## src/logic/ptc_defs.svh

```systemverilog
`ifndef PTC_DEFS_SVH
`define PTC_DEFS_SVH
// ------------------------------------------------------------
// Setting defaults and character codes
// ------------------------------------------------------------
`define PTC_RC_DEFAULT    3'h5
`define PTC_BRK_DEFAULT   5'h05
`define PTC_BRK_INTR      0
`define PTC_BRK_RESET     1
`define PTC_BRK_IND       2
`define PTC_BRK_ESC       3
`define PTC_BRK_DISC      4
`define PTC_OPT_NOBRKESC  2
`define PTC_CH_NUL        8'h00
`define PTC_CH_BS         8'h08
`define PTC_CH_HT         8'h09
`define PTC_CH_LF         8'h0A
`define PTC_CH_CR         8'h0D
`define PTC_CH_XON        8'h11
`define PTC_CH_XOFF       8'h13
`define PTC_TTYPE_DISPLAY 8'h02
`endif

```

## src/logic/ptc_pkg.sv

```systemverilog
package ptc_pkg;
  typedef enum logic [2:0] {
    PTC_IDLE = 3'b000,
    PTC_CHAR = 3'b001,
    PTC_LF   = 3'b010,
    PTC_PCR  = 3'b011,
    PTC_PLF  = 3'b100,
    PTC_FCR  = 3'b101
  } ptc_state_t;
endpackage : ptc_pkg
```

## src/logic/ptc_core.sv

```systemverilog
`timescale 1ns/10ps
`include "ptc_defs.svh"
module ptc_core (
  input  wire logic       clk,
  input  wire logic       rst,
  input  wire logic       online,
  input  wire logic [7:0] modem_option_register,
  input  wire logic       set_we,
  input  wire logic       set_remote,
  input  wire logic [4:0] set_num,
  input  wire logic [7:0] set_val,
  input  wire logic       at_rate_we,
  input  wire logic [4:0] at_rate_code,
  input  wire logic       brk,
  input  wire logic       term_vld,
  input  wire logic [7:0] term_chr,
  input  wire logic       echo_vld,
  input  wire logic [7:0] echo_chr,
  input  wire logic       rx_vld,
  input  wire logic [7:0] rx_chr,
  output logic            rx_rdy,
  output logic            tx_vld,
  output logic [7:0]      tx_chr,
  input  wire logic       tx_rdy,
  output logic            net_vld,
  output logic [7:0]      net_chr,
  output logic            net_lf_edit,
  output logic            pkt_intr,
  output logic            pkt_reset,
  output logic            pkt_brk_ind,
  output logic            to_command,
  output logic            rc_std_en,
  output logic            rc_prompt_en,
  output logic            set_refused,
  output logic [4:0]      speed_code,
  output logic            editing,
  output logic [7:0]      term_type
);
  // ------------------------------------------------------------
  // Settings
  // ------------------------------------------------------------
  logic [2:0] rc_sel_r;
  logic [4:0] brk_act_r;
  logic       discard_r;
  logic [7:0] cr_pad_r;
  logic [7:0] line_len_r;
  logic       flow_r;
  logic [2:0] lf_ins_r;
  logic [7:0] lf_pad_r;
  logic       xoff_r;
  ptc_pkg::ptc_state_t st_r;
  logic [7:0] pad_cnt_r;
  logic [7:0] col_r;
  logic [7:0] cur_r;
  logic       cur_is_echo_r;

  logic brk_disc;
  assign brk_disc = brk && online && brk_act_r[`PTC_BRK_DISC];

  always_ff @(posedge clk or posedge rst)
  begin
    if (rst)
    begin
      rc_sel_r   <= `PTC_RC_DEFAULT;
      brk_act_r  <= `PTC_BRK_DEFAULT;
      cr_pad_r   <= 8'h00;
      line_len_r <= 8'h00;
      flow_r     <= 1'b0;
      lf_ins_r   <= 3'h0;
      lf_pad_r   <= 8'h00;
      editing    <= 1'b0;
      term_type  <= `PTC_TTYPE_DISPLAY;
    end
    else if (set_we)
    begin
      case (set_num)
        5'h06: rc_sel_r <= set_val[2:0];
        5'h07: brk_act_r <= set_val[4:0];
        5'h09: cr_pad_r <= set_val;
        5'h0A: line_len_r <= set_val;
        5'h0C: flow_r <= set_val[0];
        5'h0D: lf_ins_r <= set_val[2:0];
        5'h0E: lf_pad_r <= set_val;
        5'h0F: editing <= set_val[0];
        5'h13: term_type <= set_val;
        default: ;
      endcase
    end
  end

  always_ff @(posedge clk or posedge rst)
  begin
    if (rst)
      discard_r <= 1'b0;
    else if (brk_disc)
      discard_r <= 1'b1;
    else if (set_we && set_remote && set_num == 5'h08)
      discard_r <= set_val[0];
  end

  always_ff @(posedge clk or posedge rst)
  begin
    if (rst)
      set_refused <= 1'b0;
    else
      set_refused <= set_we && !set_remote && (set_num == 5'h08 ||
                     set_num == 5'h0B);
  end

  always_ff @(posedge clk or posedge rst)
  begin
    if (rst)
      speed_code <= 5'h00;
    else if (at_rate_we)
      speed_code <= at_rate_code;
  end

  always_ff @(posedge clk or posedge rst)
  begin
    if (rst)
    begin
      rc_std_en    <= 1'b1;
      rc_prompt_en <= 1'b1;
    end
    else
    begin
      rc_std_en    <= (rc_sel_r == 3'h1) || (rc_sel_r == 3'h5);
      rc_prompt_en <= (rc_sel_r == 3'h4) || (rc_sel_r == 3'h5);
    end
  end

  // ------------------------------------------------------------
  // Break actions
  // ------------------------------------------------------------
  always_ff @(posedge clk or posedge rst)
  begin
    if (rst)
    begin
      pkt_intr    <= 1'b0;
      pkt_reset   <= 1'b0;
      pkt_brk_ind <= 1'b0;
      to_command  <= 1'b0;
    end
    else
    begin
      pkt_intr    <= brk && online && brk_act_r[`PTC_BRK_INTR];
      pkt_reset   <= brk && online && brk_act_r[`PTC_BRK_RESET];
      pkt_brk_ind <= brk && online && brk_act_r[`PTC_BRK_IND];
      to_command  <= brk && online && brk_act_r[`PTC_BRK_ESC] &&
                     !modem_option_register[`PTC_OPT_NOBRKESC];
    end
  end

  // ------------------------------------------------------------
  // Flow control from terminal
  // ------------------------------------------------------------
  always_ff @(posedge clk or posedge rst)
  begin
    if (rst)
      xoff_r <= 1'b0;
    else if (!flow_r)
      xoff_r <= 1'b0;
    else if (term_vld && term_chr == `PTC_CH_XOFF)
      xoff_r <= 1'b1;
    else if (term_vld && term_chr == `PTC_CH_XON)
      xoff_r <= 1'b0;
  end

  always_ff @(posedge clk or posedge rst)
  begin
    if (rst)
    begin
      net_vld     <= 1'b0;
      net_chr     <= `PTC_CH_NUL;
      net_lf_edit <= 1'b0;
    end
    else
    begin
      net_vld     <= 1'b0;
      net_lf_edit <= 1'b0;
      if (term_vld && !(flow_r && (term_chr == `PTC_CH_XON ||
          term_chr == `PTC_CH_XOFF)))
      begin
        net_vld <= 1'b1;
        net_chr <= term_chr;
      end
      else if (online && lf_ins_r[1] && net_vld &&
               net_chr == `PTC_CH_CR && !net_lf_edit)
      begin
        net_vld <= 1'b1;
        net_chr <= `PTC_CH_LF;
        net_lf_edit <= editing && lf_ins_r[2];
      end
    end
  end

  // ------------------------------------------------------------
  // Terminal output sequencer
  // ------------------------------------------------------------
  logic       out_ok;
  logic       accept;
  logic       is_graphic;
  logic [7:0] tab_col;
  assign out_ok  = !xoff_r && (!tx_vld || tx_rdy);
  // Echo wins over network data unless rx_rdy is already high with rx_vld; echo ignores discard
  assign accept  = (st_r == ptc_pkg::PTC_IDLE) && out_ok;
  assign is_graphic = cur_r >= 8'h20 && cur_r < 8'h7F;
  assign tab_col = {col_r[7:3] + 5'h01, 3'h0};

  always_ff @(posedge clk or posedge rst)
  begin
    if (rst)
      rx_rdy <= 1'b0;
    else
      rx_rdy <= accept && !echo_vld && !rx_rdy;
  end

  always_ff @(posedge clk or posedge rst)
  begin
    if (rst)
    begin
      st_r          <= ptc_pkg::PTC_IDLE;
      cur_r         <= `PTC_CH_NUL;
      cur_is_echo_r <= 1'b0;
      pad_cnt_r     <= 8'h00;
      col_r         <= 8'h00;
      tx_vld        <= 1'b0;
      tx_chr        <= `PTC_CH_NUL;
    end
    else
    begin
      if (tx_vld && tx_rdy)
        tx_vld <= 1'b0;
      case (st_r)
        ptc_pkg::PTC_IDLE:
        begin
          // An offered network char must be consumed, or it is lost
          // drop while discarding
          if (rx_rdy && rx_vld && !discard_r)
          begin
            cur_r         <= rx_chr;
            cur_is_echo_r <= 1'b0;
            st_r          <= ptc_pkg::PTC_CHAR;
          end
          else if (accept && echo_vld)
          begin
            cur_r         <= echo_chr;
            cur_is_echo_r <= 1'b1;
            st_r          <= ptc_pkg::PTC_CHAR;
          end
        end
        ptc_pkg::PTC_CHAR:
        begin
          if (out_ok && line_len_r != 8'h00 && is_graphic &&
              col_r >= line_len_r)
          begin
            tx_vld <= 1'b1;
            tx_chr <= `PTC_CH_CR;
            col_r  <= 8'h00;
            st_r   <= ptc_pkg::PTC_FCR;
          end
          else if (out_ok)
          begin
            tx_vld <= 1'b1;
            tx_chr <= cur_r;
            pad_cnt_r <= cur_r == `PTC_CH_CR ? cr_pad_r : lf_pad_r;
            if (cur_r == `PTC_CH_BS)
              col_r <= col_r == 8'h00 ? 8'h00 : col_r - 8'h01;
            else if (cur_r == `PTC_CH_HT &&
                     term_type == `PTC_TTYPE_DISPLAY)
              col_r <= tab_col;
            else if (cur_r == `PTC_CH_CR)
              col_r <= 8'h00;
            else if (is_graphic)
              col_r <= col_r + 8'h01;
            if (cur_r == `PTC_CH_CR && cr_pad_r != 8'h00)
              st_r <= ptc_pkg::PTC_PCR;
            else if (cur_r == `PTC_CH_CR)
              st_r <= ptc_pkg::PTC_LF;
            else if (cur_r == `PTC_CH_LF && online &&
                     lf_pad_r != 8'h00)
              st_r <= ptc_pkg::PTC_PLF;
            else
              st_r <= ptc_pkg::PTC_IDLE;
          end
        end
        ptc_pkg::PTC_FCR:
          if (out_ok)
          begin
            tx_vld <= 1'b1;
            tx_chr <= `PTC_CH_LF;
            st_r   <= ptc_pkg::PTC_CHAR;
          end
        ptc_pkg::PTC_PCR, ptc_pkg::PTC_PLF:
          if (out_ok)
          begin
            tx_vld    <= 1'b1;
            tx_chr    <= `PTC_CH_NUL;
            pad_cnt_r <= pad_cnt_r - 8'h01;
            if (pad_cnt_r == 8'h01)
              st_r <= st_r == ptc_pkg::PTC_PCR ? ptc_pkg::PTC_LF
                                                 : ptc_pkg::PTC_IDLE;
          end
        ptc_pkg::PTC_LF:
          if (online && ((cur_is_echo_r && lf_ins_r[2]) ||
              (!cur_is_echo_r && lf_ins_r[0])))
          begin
            cur_r <= `PTC_CH_LF;
            st_r  <= ptc_pkg::PTC_CHAR;
          end
          else
            st_r <= ptc_pkg::PTC_IDLE;
        default:
          st_r <= ptc_pkg::PTC_IDLE;
      endcase
    end
  end

  // ------------------------------------------------------------
  // Checks
  // ------------------------------------------------------------
  property p_brk_intr;
    @(posedge clk) disable iff (rst)
    brk && online && brk_act_r[0] |=> pkt_intr;
  endproperty
  a_brk_intr: assert property (p_brk_intr)
    else $error("interrupt packet missing");

  property p_no_esc;
    @(posedge clk) disable iff (rst)
    modem_option_register[2] |=> !to_command;
  endproperty
  a_no_esc: assert property (p_no_esc)
    else $error("break escape despite option");

  property p_local_disc;
    @(posedge clk) disable iff (rst)
    set_we && !set_remote && set_num == 5'h08 && !brk
      |=> $stable(discard_r);
  endproperty
  a_local_disc: assert property (p_local_disc)
    else $error("local write changed discard");

  property p_brk_disc;
    @(posedge clk) disable iff (rst)
    brk && online && brk_act_r[4] |=> discard_r;
  endproperty
  a_brk_disc: assert property (p_brk_disc)
    else $error("break did not set discard");

  property p_xoff;
    @(posedge clk) disable iff (rst)
    xoff_r && !(tx_vld && !tx_rdy) |=> !$rose(tx_vld);
  endproperty
  a_xoff: assert property (p_xoff)
    else $error("output during xoff");

  property p_rc;
    @(posedge clk) disable iff (rst)
    rc_sel_r == 3'h0 |=> !rc_std_en && !rc_prompt_en;
  endproperty
  a_rc: assert property (p_rc)
    else $error("result codes with setting 0");

  property p_speed;
    @(posedge clk) disable iff (rst)
    at_rate_we |=> speed_code == $past(at_rate_code);
  endproperty
  a_speed: assert property (p_speed)
    else $error("speed code not updated");

  property p_cr_pad;
    @(posedge clk) disable iff (rst)
    st_r == ptc_pkg::PTC_CHAR && out_ok && cur_r == 8'h0D &&
      cr_pad_r != 8'h00 && !(line_len_r != 8'h00 && is_graphic &&
      col_r >= line_len_r)
      |=> st_r == ptc_pkg::PTC_PCR;
  endproperty
  a_cr_pad: assert property (p_cr_pad)
    else $error("no CR padding");

  property p_lf_cmd;
    @(posedge clk) disable iff (rst)
    st_r == ptc_pkg::PTC_LF && !online |=> st_r == ptc_pkg::PTC_IDLE;
  endproperty
  a_lf_cmd: assert property (p_lf_cmd)
    else $error("LF inserted in command state");
endmodule : ptc_core

```

## config.mk

```make
export PLATFORM = sky130hd
export DESIGN_NAME = ptc_core
export DESIGN_NICKNAME = d
export VERILOG_FILES = /design/src/logic/ptc_pkg.sv /design/src/logic/ptc_core.sv
export VERILOG_INCLUDE_DIRS = /design/src /design/src/logic
export SDC_FILE = /design/constraint.sdc
export NUM_CORES = 1
export LEC_CHECK = 0
export BUFFER_PORTS_ARGS = -buffer_cell sky130_fd_sc_hd__buf_2
export CAP_MARGIN = 0
export CELL_PAD_IN_SITES_DETAIL_PLACEMENT = 1
export CELL_PAD_IN_SITES_GLOBAL_PLACEMENT = 1
export CORE_MARGIN = 5
export CORE_UTILIZATION = 47
export DETAILED_ROUTE_END_ITERATION = 8
export PLACE_DENSITY_LB_ADDON = 0.1
export SYNTH_ARGS = -nofsm -noshare
export SYNTH_HDL_FRONTEND = slang
export SYNTH_SLANG_ARGS = --single-unit
```

## constraint.sdc

```tcl
create_clock -name clk -period 9.2 [get_ports clk]
set_input_delay 0.92 -clock clk [delete_from_list [all_inputs] [get_ports clk]]
set_output_delay 0.92 -clock clk [all_outputs]
set_load 0.05 [all_outputs]
```

# --- Yosys cells after proc, flatten, opt, wreduce, memory -nomap -nowiden ---
# Index checks and enable logic that the tools add are counted.
op_classes:
  add_sub_neg: 4
  order_cmp: 3
  eq_ne: 37
  n_mux: 51
  n_reduce_logical: 85
op_table:
  columns: ["op", "n"]
  rows:
  - ["2-to-1 mux 8 bit", 20]
  - ["== test 5 x 4 -> 1 bit (second input constant)", 8]
  - ["== test 8 x 4 -> 1 bit (second input constant)", 5]
  - ["logical AND 1 bit", 39]
  - ["case mux 8 bit (2 select lines)", 2]
  - ["2-to-1 mux 3 bit", 10]
  - ["case mux 8 bit (3 select lines)", 1]
  - ["nonzero test 8 bit", 3]
  - ["AND reduction 2 bit", 10]
  - ["== test 8 x 5 -> 1 bit (second input constant)", 2]
  - ["subtractor 8 x 1 -> 8 bit (second input constant)", 2]
  - ["2-to-1 mux 1 bit", 15]
  - ["case mux 3 bit (5 select lines)", 1]
  - ["== test 3 bit (second input constant)", 4]
  - ["inequality test 2 bit (second input constant)", 6]
  - ["nonzero test 2 bit", 6]
  - ["== test 5 x 3 -> 1 bit (second input constant)", 2]
  - ["zero test 1 bit", 10]
  - ["adder 8 x 1 -> 8 bit (second input constant)", 1]
  - ["== test 8 x 1 -> 1 bit (second input constant)", 1]
  - ["== test 8 x 2 -> 1 bit (second input constant)", 1]
  - ["greater-or-equal comparator 8 x 6 -> 1 bit (second input constant)", 1]
  - ["greater-or-equal comparator 8 bit", 1]
  - ["zero test 8 bit", 1]
  - ["other kinds (18)", 28]
word_totals:
  reg_bits: 107
  inputBits: 61
  output_inout_bits: 41
  word_cells: 210

# --- Longest topological paths before layout ---
# Gate-level depths: netlist of run 1.
logic_depth:
  depth_word: 9
  depth_mapped: 9
  mapped_depth_nobuf: 8

# --- Worst setup path after synthesis of run 1 ---
# No wires, ideal clock.
synth_path:
  path_kind: "in2reg"
  startpoint: "in tx_rdy"
  endpoint: "reg pad_cnt_r[0]"
  setup_time_ns: 0.120
  t_arrival_ns: 2.503
  required_time_ns: 9.080
  slack_ns: 6.577
  cell_stages: 7
  n_path_buf: 1
  cell_sequence: "inv_1 -> a221o_1 -> or4_4 -> or2_1 -> buf_6 -> or3_1 -> and3_1"
synth_via:
  elab_chain_cells: 7
  elab_cells_between_ends: 9
  classes_between: "3 x eq/ne; 6 x reduce/logical"
synth_rtl:
  columns: ["element", "line", "text"]
  rows:
  - ["start, declared", "ptc_core.sv:24", "input wire logic tx_rdy,"]
  - ["logical OR 1 bit (*)", "ptc_core.sv:204", "assign out_ok = !xoff_r && (!tx_vld || tx_rdy);"]
  - ["logical AND 1 bit (*)", "ptc_core.sv:204", null]
  - ["logical AND 1 bit (3 in series)", "ptc_core.sv:254", "if (out_ok && line_len_r != 8'h00 && is_graphic &&"]
  - ["inequality test 2 bit (no line)", null, null]
  - ["AND reduction 4 bit (no line) (*)", null, null]
  - ["end signal, assigned", "ptc_core.sv:266", "pad_cnt_r <= cur_r == `PTC_CH_CR ? cr_pad_r : lf_pad_r;"]
  - ["end signal, assigned", "ptc_core.sv:299", "pad_cnt_r <= pad_cnt_r - 8'h01;"]
  - ["end, declared", "ptc_core.sv:52", "logic [7:0] pad_cnt_r;"]
# Mark *: on every way between the ends. The rest lies on a longest branch, timed or not.
# A chain may end at the register's enable or synchronous reset.

# --- Final worst setup path of run 1 ---
layout_path:
  startpoint: "reg cur_r[4]"
  endpoint: "reg pad_cnt_r[2]"
layout_via:
  elab_chain_cells: 6
  elab_cells_between_ends: 12
  classes_between: "2 x order compare; 2 x eq/ne; 4 x mux; 4 x reduce/logical"
layout_rtl:
  columns: ["element", "line", "text"]
  rows:
  - ["start, declared", "ptc_core.sv:54", "logic [7:0] cur_r;"]
  - ["start signal, assigned", "ptc_core.sv:223", "cur_r <= `PTC_CH_NUL;"]
  - ["start signal, assigned", "ptc_core.sv:241", "cur_r <= rx_chr;"]
  - ["start signal, assigned", "ptc_core.sv:247", "cur_r <= echo_chr;"]
  - ["greater-or-equal comparator 8 x 6 -> 1 bit or < comparator 8 x 7 -> 1 bit (tied branches)", "ptc_core.sv:207", "assign is_graphic = cur_r >= 8'h20 && cur_r < 8'h7F;"]
  - ["logical AND 1 bit", "ptc_core.sv:207", null]
  - ["logical AND 1 bit (2 in series)", "ptc_core.sv:254", null]
  - ["inequality test 2 bit (no line)", null, null]
  - ["AND reduction 4 bit (no line)", null, null]
# Parallel ways exist; a longest one is shown, timed or not. The select of a mux whose other input is x is not followed.

==> out/metrics.cfg, run 1 <==
[global_route]
antenna_violations_before_repair=0
groute.usage.overall_pct=23.75
maximum_number_of_pins_on_one_net_before_global_route_repair=76
first_global_vias=5071
grt_pass1_wl_um=26730
grt.overflow.total=0

[setup_path]
timing.critical_path.from_type=register
timing.setup.critical_path_class=reg -> reg
cp_max_fo=11
arrival_ps=3110
cp.required_ps=9440
type_of_destination_of_the_critical_path=register

[route]
route.detailed.drc=0
via_density_per_instance=5.996
detailedRoute.firstIterationViolations=292
drt-wirelength-per-cell_um=21.12
routed-via-count=4605
postRouteWirelength_um=16220
ant_nets=0
drt_first_pass_iters=4

[sta]
finalSetupViolations=0
tcrit_tclk_final_pct=31.25
slew_viol_final=0
min_period_ps=2875
worst_slew_margin_rel_pct=24.93
rsz0062_at_grt=false
finalHoldViolations=0
setup_total_negative_slack_ps=0
finClkSkew_ps=4.816
worst-slew-pin-transition_ps=1120
fmax_ghz=0.3479

[layout]
drive_gt1_share_pct=31.20
nFillCells=1304
finish.net_count=697
count_of_placed_standard_cells_in_the_final_layout_fillers_left_out=768
diodes=0
syn_to_final_growth_pct=15.90

[cts]
clkLatencyLatePin_ps=350
clock_tree.root_cell=sky130_fd_sc_hd__clkbuf_16
postCtsHoldBufs=0
cts_made_buffers=9
post_cts_setup_repair_bufs=0
cts-htree-levels=3
reg_clk_slew_reported_paths_ps=70
cts_tree=yes
tritoncts_num_sinks=107
number_of_buffers_on_the_longest_clock_path=2
postCtsResizedCells=0

[synthesis]
synthFlopType=sky130_fd_sc_hd__dfrtp_1
synth_area_per_cell_um2=10.58
synth_common_cells=100 x sky130_fd_sc_hd__dfrtp_1, 64 x sky130_fd_sc_hd__mux2_2, 59 x sky130_fd_sc_hd__nand2_1, 32 x sky130_fd_sc_hd__nor2_1, 31 x sky130_fd_sc_hd__a21oi_1
most_area_consuming_cells_after_synthesis=sky130_fd_sc_hd__dfrtp_1 45%, sky130_fd_sc_hd__mux2_2 13%, sky130_fd_sc_hd__nand2_1 4.0%
post_synth_instance_area_um2=5563
synth_nets=602
synth_edf_count=0
yosysWarnings=0
netlist_instances=526
ys_async_sr_fraction_pct=100.0
yosysUniqueCellTypes=65
synth_largest_area_cell=sky130_fd_sc_hd__dfrtp_1
share_of_the_synthesized_area_in_the_top_cell_type_pct=44.98
seq_area_frac_synth_pct=48.29
postSynthRegisterBits=107
yosys.cell_count.top_type=sky130_fd_sc_hd__dfrtp_1

[job]
maxCapViolations=0

[place]
port_buf_inserts=94
gpl.final_weighted_congestion=0.8316
hpwlAfterDp_um=12010
post-place-cells=753

[power]
power-per-cell-area_nw_per_um2=284.6
static_leakage_nw=2.973
max-vdd-ir-drop_mv=0.1668

[floorplan]
die_area_um2=14110
rows=39
floorplan.die.height_um=118.8
start_util_pct=48.31
fp.coreArea_um2=11520
die_w_um=118.8
io-pin-count=102

[outcome]
outcome=finished, final reports clean

[min_path]
worstHoldPathType=reg -> reg

-- area by class of cell --
| cell class | count | area (um^2) | area share, % |
|---|---|---|---|
| clock buffer | 11 | 242.7 | 3.765 |
| timing repair buffer | 96 | 485.5 | 7.530 |
| multi-input combinational | 387 | 2743 | 42.54 |
| tap | 143 | 178.9 | 2.775 |
| inverter | 20 | 77.57 | 1.203 |
| clock inverter | 4 | 33.78 | 0.5240 |
| sequential | 107 | 2686 | 41.67 |
-- per-stage QoR --
| step | power [mW] | setup WS, ps | utilization, % | hold slack (ps) | instance area [um^2] |
|---|---|---|---|---|---|
| 3_5_place_dp | 1.459 | 6357 | 53.59 | 423.1 | 6171 |
| 4_1_cts | 1.842 | 6335 | 55.99 | 439.4 | 6447 |
| 3_3_place_gp | 1.417 | 6386 | 53.59 | 413.0 | 6171 |
| 2_1_floorplan | 1.246 | 5474 | - | 385.2 | 5563 |
| 5_1_grt | 1.952 | 6248 | 55.99 | 457.8 | 6447 |
| 6_report | 1.835 | 6325 | 55.99 | 436.5 | 6447 |
-- per-layer routing --
layer | GRT usage (%) | vias up | share of wire (%)
met3 | 5.874 | 21 | 4.3
met5 | 0 | - | 0
met4 | 5.865 | 0 | 1.7
met1 | 29.36 | 2373 | 43
li1 | - | 2111 | -
met2 | 41.78 | 100 | 51
-- layout by cell type (no fill, tap or decap), types with 6 or more instances in the layout --
| master | n |
|---|---|
| sky130_fd_sc_hd__a31oi_1 | 7 |
| sky130_fd_sc_hd__nor2_1 | 32 |
| sky130_fd_sc_hd__nor4_1 | 8 |
| sky130_fd_sc_hd__dfstp_2 | 7 |
| sky130_fd_sc_hd__nand3_1 | 22 |
| sky130_fd_sc_hd__a21oi_1 | 31 |
| sky130_fd_sc_hd__nor2b_1 | 9 |
| sky130_fd_sc_hd__and3_1 | 9 |
| sky130_fd_sc_hd__ha_1 | 15 |
| sky130_fd_sc_hd__nand2b_1 | 8 |
| sky130_fd_sc_hd__nor4b_1 | 8 |
| sky130_fd_sc_hd__o21ai_0 | 20 |
| sky130_fd_sc_hd__mux2i_1 | 10 |
| sky130_fd_sc_hd__mux2_2 | 64 |
| sky130_fd_sc_hd__nand2_1 | 59 |
| sky130_fd_sc_hd__dfrtp_1 | 100 |
| sky130_fd_sc_hd__o22a_1 | 6 |
| sky130_fd_sc_hd__clkbuf_16 | 9 |
| sky130_fd_sc_hd__buf_2 | 94 |
| sky130_fd_sc_hd__inv_1 | 19 |
| sky130_fd_sc_hd__nor3_1 | 12 |
-- path summary, 6_finish.rpt --
path | slack [ps] | start | endpoint | cells past startpoint
hold / removal | 440 | rc_sel_r[1]$_DFFE_PP0P_ | rc_prompt_en$_DFF_PP1_ | 1
setup / recovery | 6330 | cur_r[4]$_DFFE_PP0P_ | pad_cnt_r[2]$_DFFE_PP0P_ | 6
hold reg to reg | 440 | rc_sel_r[1]$_DFFE_PP0P_ | rc_prompt_en$_DFF_PP1_ | 1
max in group asynchronous | 7320 | rst | tx_chr[4]$_DFFE_PP0P_ | 3
setup reg to reg | 6330 | cur_r[4]$_DFFE_PP0P_ | pad_cnt_r[2]$_DFFE_PP0P_ | 6
min in group asynchronous | 570 | rst | lf_pad_r[5]$_DFFE_PP0P_ | 2
-- kinds of logic after synthesis --
group                      count (synthesis)  synth area share, %
and+or+nand+nor                          188                17.81
AOI/OAI and AO/OA                        107                12.89
DFF                                      107                48.29
muxes                                     74                14.75
buffers and inverters                     32                2.407
adders and majority gates                 15                3.374
xor gates and xnor gates                   3               0.4724
-- power by group --
group / internal [mW] / total [mW] / switching, mW
combinational: 0.261 / 0.720 / 0.460
sequential: 0.594 / 0.738 / 0.144
clock: 0.193 / 0.376 / 0.183
total: 1.05 / 1.83 / 0.787
-- critical path: stages, from the launching register on --
cell and delay (ps):
sky130_fd_sc_hd__dfrtp_1 470, sky130_fd_sc_hd__or4_4 590, sky130_fd_sc_hd__nor3_2 900, sky130_fd_sc_hd__mux2_2 450, sky130_fd_sc_hd__nor2_1 100, sky130_fd_sc_hd__a31oi_1 60
sky130_fd_sc_hd__o22a_1 190
Note: power is estimated with default switching activity, not from simulation.
==> run 2: changes to the inputs <==
ABC_AREA = 1   (was not set)
CORE_UTILIZATION = 37   (was 47)
clock period = 2.6 ns   (was 9.2 ns; I/O delays follow)
==> out/metrics.cfg, run 2 <==
[layout]
layout_common_cells=245 x sky130_fd_sc_hd__nand2_1, 100 x sky130_fd_sc_hd__dfrtp_1, 94 x sky130_fd_sc_hd__buf_2  ; was 100 x sky130_fd_sc_hd__dfrtp_1, 94 x sky130_fd_sc_hd__buf_2, 64 x sky130_fd_sc_hd__mux2_2
syn_to_final_growth_pct=17.42  ; was 15.90%
drive_gt1_share_pct=19.05  ; was 31.20%
diodes=0  ; unchanged
count_of_placed_standard_cells_in_the_final_layout_fillers_left_out=1082  ; was 768
multiInputGateArea_um2=2730  ; was 2743 um^2
register_area_um2=2686  ; unchanged
nFillCells=2005  ; was 1304
finish.net_count=937  ; was 697
most_common_cell_after_layout_fill_and_taps_aside=sky130_fd_sc_hd__nand2_1  ; was sky130_fd_sc_hd__dfrtp_1

[synthesis]
seq_area_frac_synth_pct=45.85  ; was 48.29%
netlist_instances=763  ; was 526
yosysUniqueCellTypes=45  ; was 65
ys_async_sr_fraction_pct=100.0  ; unchanged
most_area_consuming_cells_after_synthesis=sky130_fd_sc_hd__dfrtp_1 43%, sky130_fd_sc_hd__nand2_1 16%, sky130_fd_sc_hd__o21ai_0 7.1%  ; was sky130_fd_sc_hd__dfrtp_1 45%, sky130_fd_sc_hd__mux2_2 13%, sky130_fd_sc_hd__nand2_1 4.0%
postSynthRegisterBits=107  ; unchanged
synth_largest_area_cell=sky130_fd_sc_hd__dfrtp_1  ; unchanged
yosys.cell_count.top_type=sky130_fd_sc_hd__nand2_1  ; was sky130_fd_sc_hd__dfrtp_1
post_synth_instance_area_um2=5859  ; was 5563 um^2
synth_area_per_cell_um2=7.679  ; was 10.58 um^2
share_of_the_synthesized_area_in_the_top_cell_type_pct=42.71  ; was 44.98%
synth_edf_count=0  ; unchanged
yosysWarnings=0  ; unchanged
synth_common_cells=245 x sky130_fd_sc_hd__nand2_1, 100 x sky130_fd_sc_hd__dfrtp_1, 84 x sky130_fd_sc_hd__inv_1, 83 x sky130_fd_sc_hd__o21ai_0, 66 x sky130_fd_sc_hd__nor2_1  ; was 100 x sky130_fd_sc_hd__dfrtp_1, 64 x sky130_fd_sc_hd__mux2_2, 59 x sky130_fd_sc_hd__nand2_1, 32 x sky130_fd_sc_hd__nor2_1, 31 x sky130_fd_sc_hd__a21oi_1
synthFlopType=sky130_fd_sc_hd__dfrtp_1  ; unchanged
synth_nets=839  ; was 602

[route]
route.detailed.drc=0  ; unchanged
ant_nets=0  ; unchanged
detailedRoute.firstIterationViolations=215  ; was 292
drt-wirelength-per-cell_um=15.46  ; was 21.12 um
via_density_per_instance=4.860  ; was 5.996
routed-via-count=5258  ; was 4605
postRouteWirelength_um=16730  ; was 16220 um
drt_first_pass_iters=4  ; unchanged

[sta]
setup_total_negative_slack_ps=0  ; unchanged
min_period_ps=2114  ; was 2875 ps
slew_viol_final=0  ; unchanged
finalHoldViolations=0  ; unchanged
fmax_ghz=0.4730  ; was 0.3479 GHz
worst-slew-pin-transition_ps=546.0  ; was 1120 ps
finClkSkew_ps=8.219  ; was 4.816 ps
worst_slew_margin_rel_pct=63.50  ; was 24.93%
rsz0062_at_grt=false  ; unchanged
tcrit_tclk_final_pct=81.32  ; was 31.25%
finalSetupViolations=0  ; unchanged

[setup_path]
cp_max_fo=10  ; was 11
arrival_ps=2400  ; was 3110 ps
timing.setup.critical_path_class=reg -> reg  ; unchanged
regToRegSetupSlack_ps=490  ; was 6330 ps
timing.critical_path.from_type=register  ; unchanged
cp.required_ps=2890  ; was 9440 ps
type_of_destination_of_the_critical_path=register  ; unchanged

[place]
gpl.final_weighted_congestion=0.8538  ; was 0.8316
hpwlAfterDp_um=12970  ; was 12010 um
port_buf_inserts=94  ; unchanged
post-place-cells=1065  ; was 753

[job]
maxCapViolations=0  ; unchanged

[cts]
tritoncts_num_sinks=107  ; unchanged
clkLatencyLatePin_ps=350  ; about the same
cts_tree=yes  ; unchanged
clock_tree.root_cell=sky130_fd_sc_hd__clkbuf_16  ; unchanged
cts_made_buffers=9  ; unchanged
cts-htree-levels=3  ; unchanged
number_of_buffers_on_the_longest_clock_path=2  ; unchanged
reg_clk_slew_reported_paths_ps=70  ; about the same
postCtsResizedCells=0  ; unchanged

[min_path]
worstHoldPathType=in -> reg  ; was reg -> reg

[global_route]
grt_pass1_wl_um=27720  ; was 26730 um
antenna_violations_before_repair=0  ; unchanged
maximum_number_of_pins_on_one_net_before_global_route_repair=44  ; was 76
first_global_vias=5529  ; was 5071
grt.overflow.total=0  ; unchanged
groute.usage.overall_pct=18.74  ; was 23.75%

[outcome]
outcome=finished, final reports clean  ; unchanged

[floorplan]
die_area_um2=18450  ; was 14110 um^2
io-pin-count=102  ; unchanged
start_util_pct=37.29  ; was 48.31%
die_w_um=135.8  ; was 118.8 um
rows=46  ; was 39
fp.coreArea_um2=15710  ; was 11520 um^2
floorplan.die.height_um=135.8  ; was 118.8 um

[power]
max-vdd-ir-drop_mv=0.3378  ; was 0.1668 mV
static_leakage_nw=3.594  ; was 2.973 nW
power-per-cell-area_nw_per_um2=1010  ; was 284.6 nW/um^2

[run 2: changes by cell type after synthesis, moves of 9 or more]
cell / before / now
sky130_fd_sc_hd__nor2b_1: 9 / 0
sky130_fd_sc_hd__mux2i_1: 10 / 0
sky130_fd_sc_hd__inv_1: 20 / 84
sky130_fd_sc_hd__o21ai_0: 20 / 83
sky130_fd_sc_hd__nor2_1: 32 / 66
sky130_fd_sc_hd__a21oi_1: 31 / 11
sky130_fd_sc_hd__mux2_2: 64 / 5
sky130_fd_sc_hd__nand3_1: 22 / 53
sky130_fd_sc_hd__nand2_1: 59 / 245
sky130_fd_sc_hd__and3_1: 9 / 0
[run 2: final timing paths]
kind                                          startpoint                       end  cells after the start
worst max-delay path                col_r[0]$_DFFE_PP0P_  pad_cnt_r[1]$_DFFE_PP0P_                     12
worst min-delay path            modem_option_register[2]      to_command$_DFF_PP0_                      2
worst max register to register      col_r[0]$_DFFE_PP0P_  pad_cnt_r[1]$_DFFE_PP0P_                     12
worst min register to register   rc_sel_r[1]$_DFFE_PP0P_       rc_std_en$_DFF_PP1_                      1
max in group asynchronous                            rst   rc_sel_r[2]$_DFFE_PP1P_                      4
min in group asynchronous                            rst    net_chr[0]$_DFFE_PP0P_                      3
[run 2: cell type report]
cell class | instances | share of cell area, %
clock buffers | 11 | 3.673
clock inverters | 5 | 0.8547
inverters | 92 | 5.110
multi-input cells | 551 | 39.68
flip-flops and latches | 107 | 39.04
well taps | 216 | 3.928
repair buffers | 100 | 7.710
[run 2: what timing repair did]
action                                 in CTS  in global routing
hold buffers                                1                  0
setup buffers                               0                  0
endpoints found under the hold margin      18                  0
[run 2: worst max-delay path: stages, from the launching register on]
cell,delay (ps)
sky130_fd_sc_hd__dfrtp_1,460
sky130_fd_sc_hd__inv_1,180
sky130_fd_sc_hd__ha_1,310
sky130_fd_sc_hd__nand2_1,40
sky130_fd_sc_hd__nor2_1,90
sky130_fd_sc_hd__nor2_1,50
sky130_fd_sc_hd__nand2_1,60
sky130_fd_sc_hd__nand2_1,90
sky130_fd_sc_hd__a21oi_4,310
sky130_fd_sc_hd__nand2_4,170
sky130_fd_sc_hd__nand2_4,150
sky130_fd_sc_hd__nand2_1,70
sky130_fd_sc_hd__nand2_1,70
[run 2: per-layer routing]
layer  vias up  track usage [%]  share of wire [%]
met5         -                0                  0
met1      2545            25.76                 49
met4         0            5.599                1.7
li1       2630                -                  -
met3        19            2.591                2.3
met2        64            30.92                 47
[run 2: kinds of logic (layout without fill, tap and decap cells)]
logic type | after synthesis | count (layout) | share of synthesized area, %
mux | 5 | 5 | 0.9609
simple gates | 408 | 408 | 30.22
flops | 107 | 107 | 45.85
xor+xnor | 9 | 9 | 1.345
fa+ha+maj | 15 | 15 | 3.203
compound gates | 114 | 114 | 10.87
buf+inv | 105 | 208 | 7.559
[run 2: metrics by stage]
step / util, % / total power [mW] / cell area (um^2) / setup WS (ps) / hold slack (ps)
after floorplan: - / 4.782 / 5863 / 895.4 / 330.3
final: 43.79 / 6.947 / 6880 / 485.7 / 52.49
after CTS: 43.79 / 7.028 / 6880 / 419.3 / 46.62
after global placement: 41.74 / 5.410 / 6559 / 534.1 / 303.4
after detailed placement: 41.74 / 5.553 / 6559 / 437.3 / 309.8
after global routing: 43.79 / 7.489 / 6880 / 308.1 / 47.06
[run 2: power by group]
part	leakage, nW	switching, mW	internal [mW]
Sequential	1.35	0.374	2.08
Clock	0.148	0.649	0.803
Combinational	2.10	2.11	0.923
Total	3.59	3.14	3.81
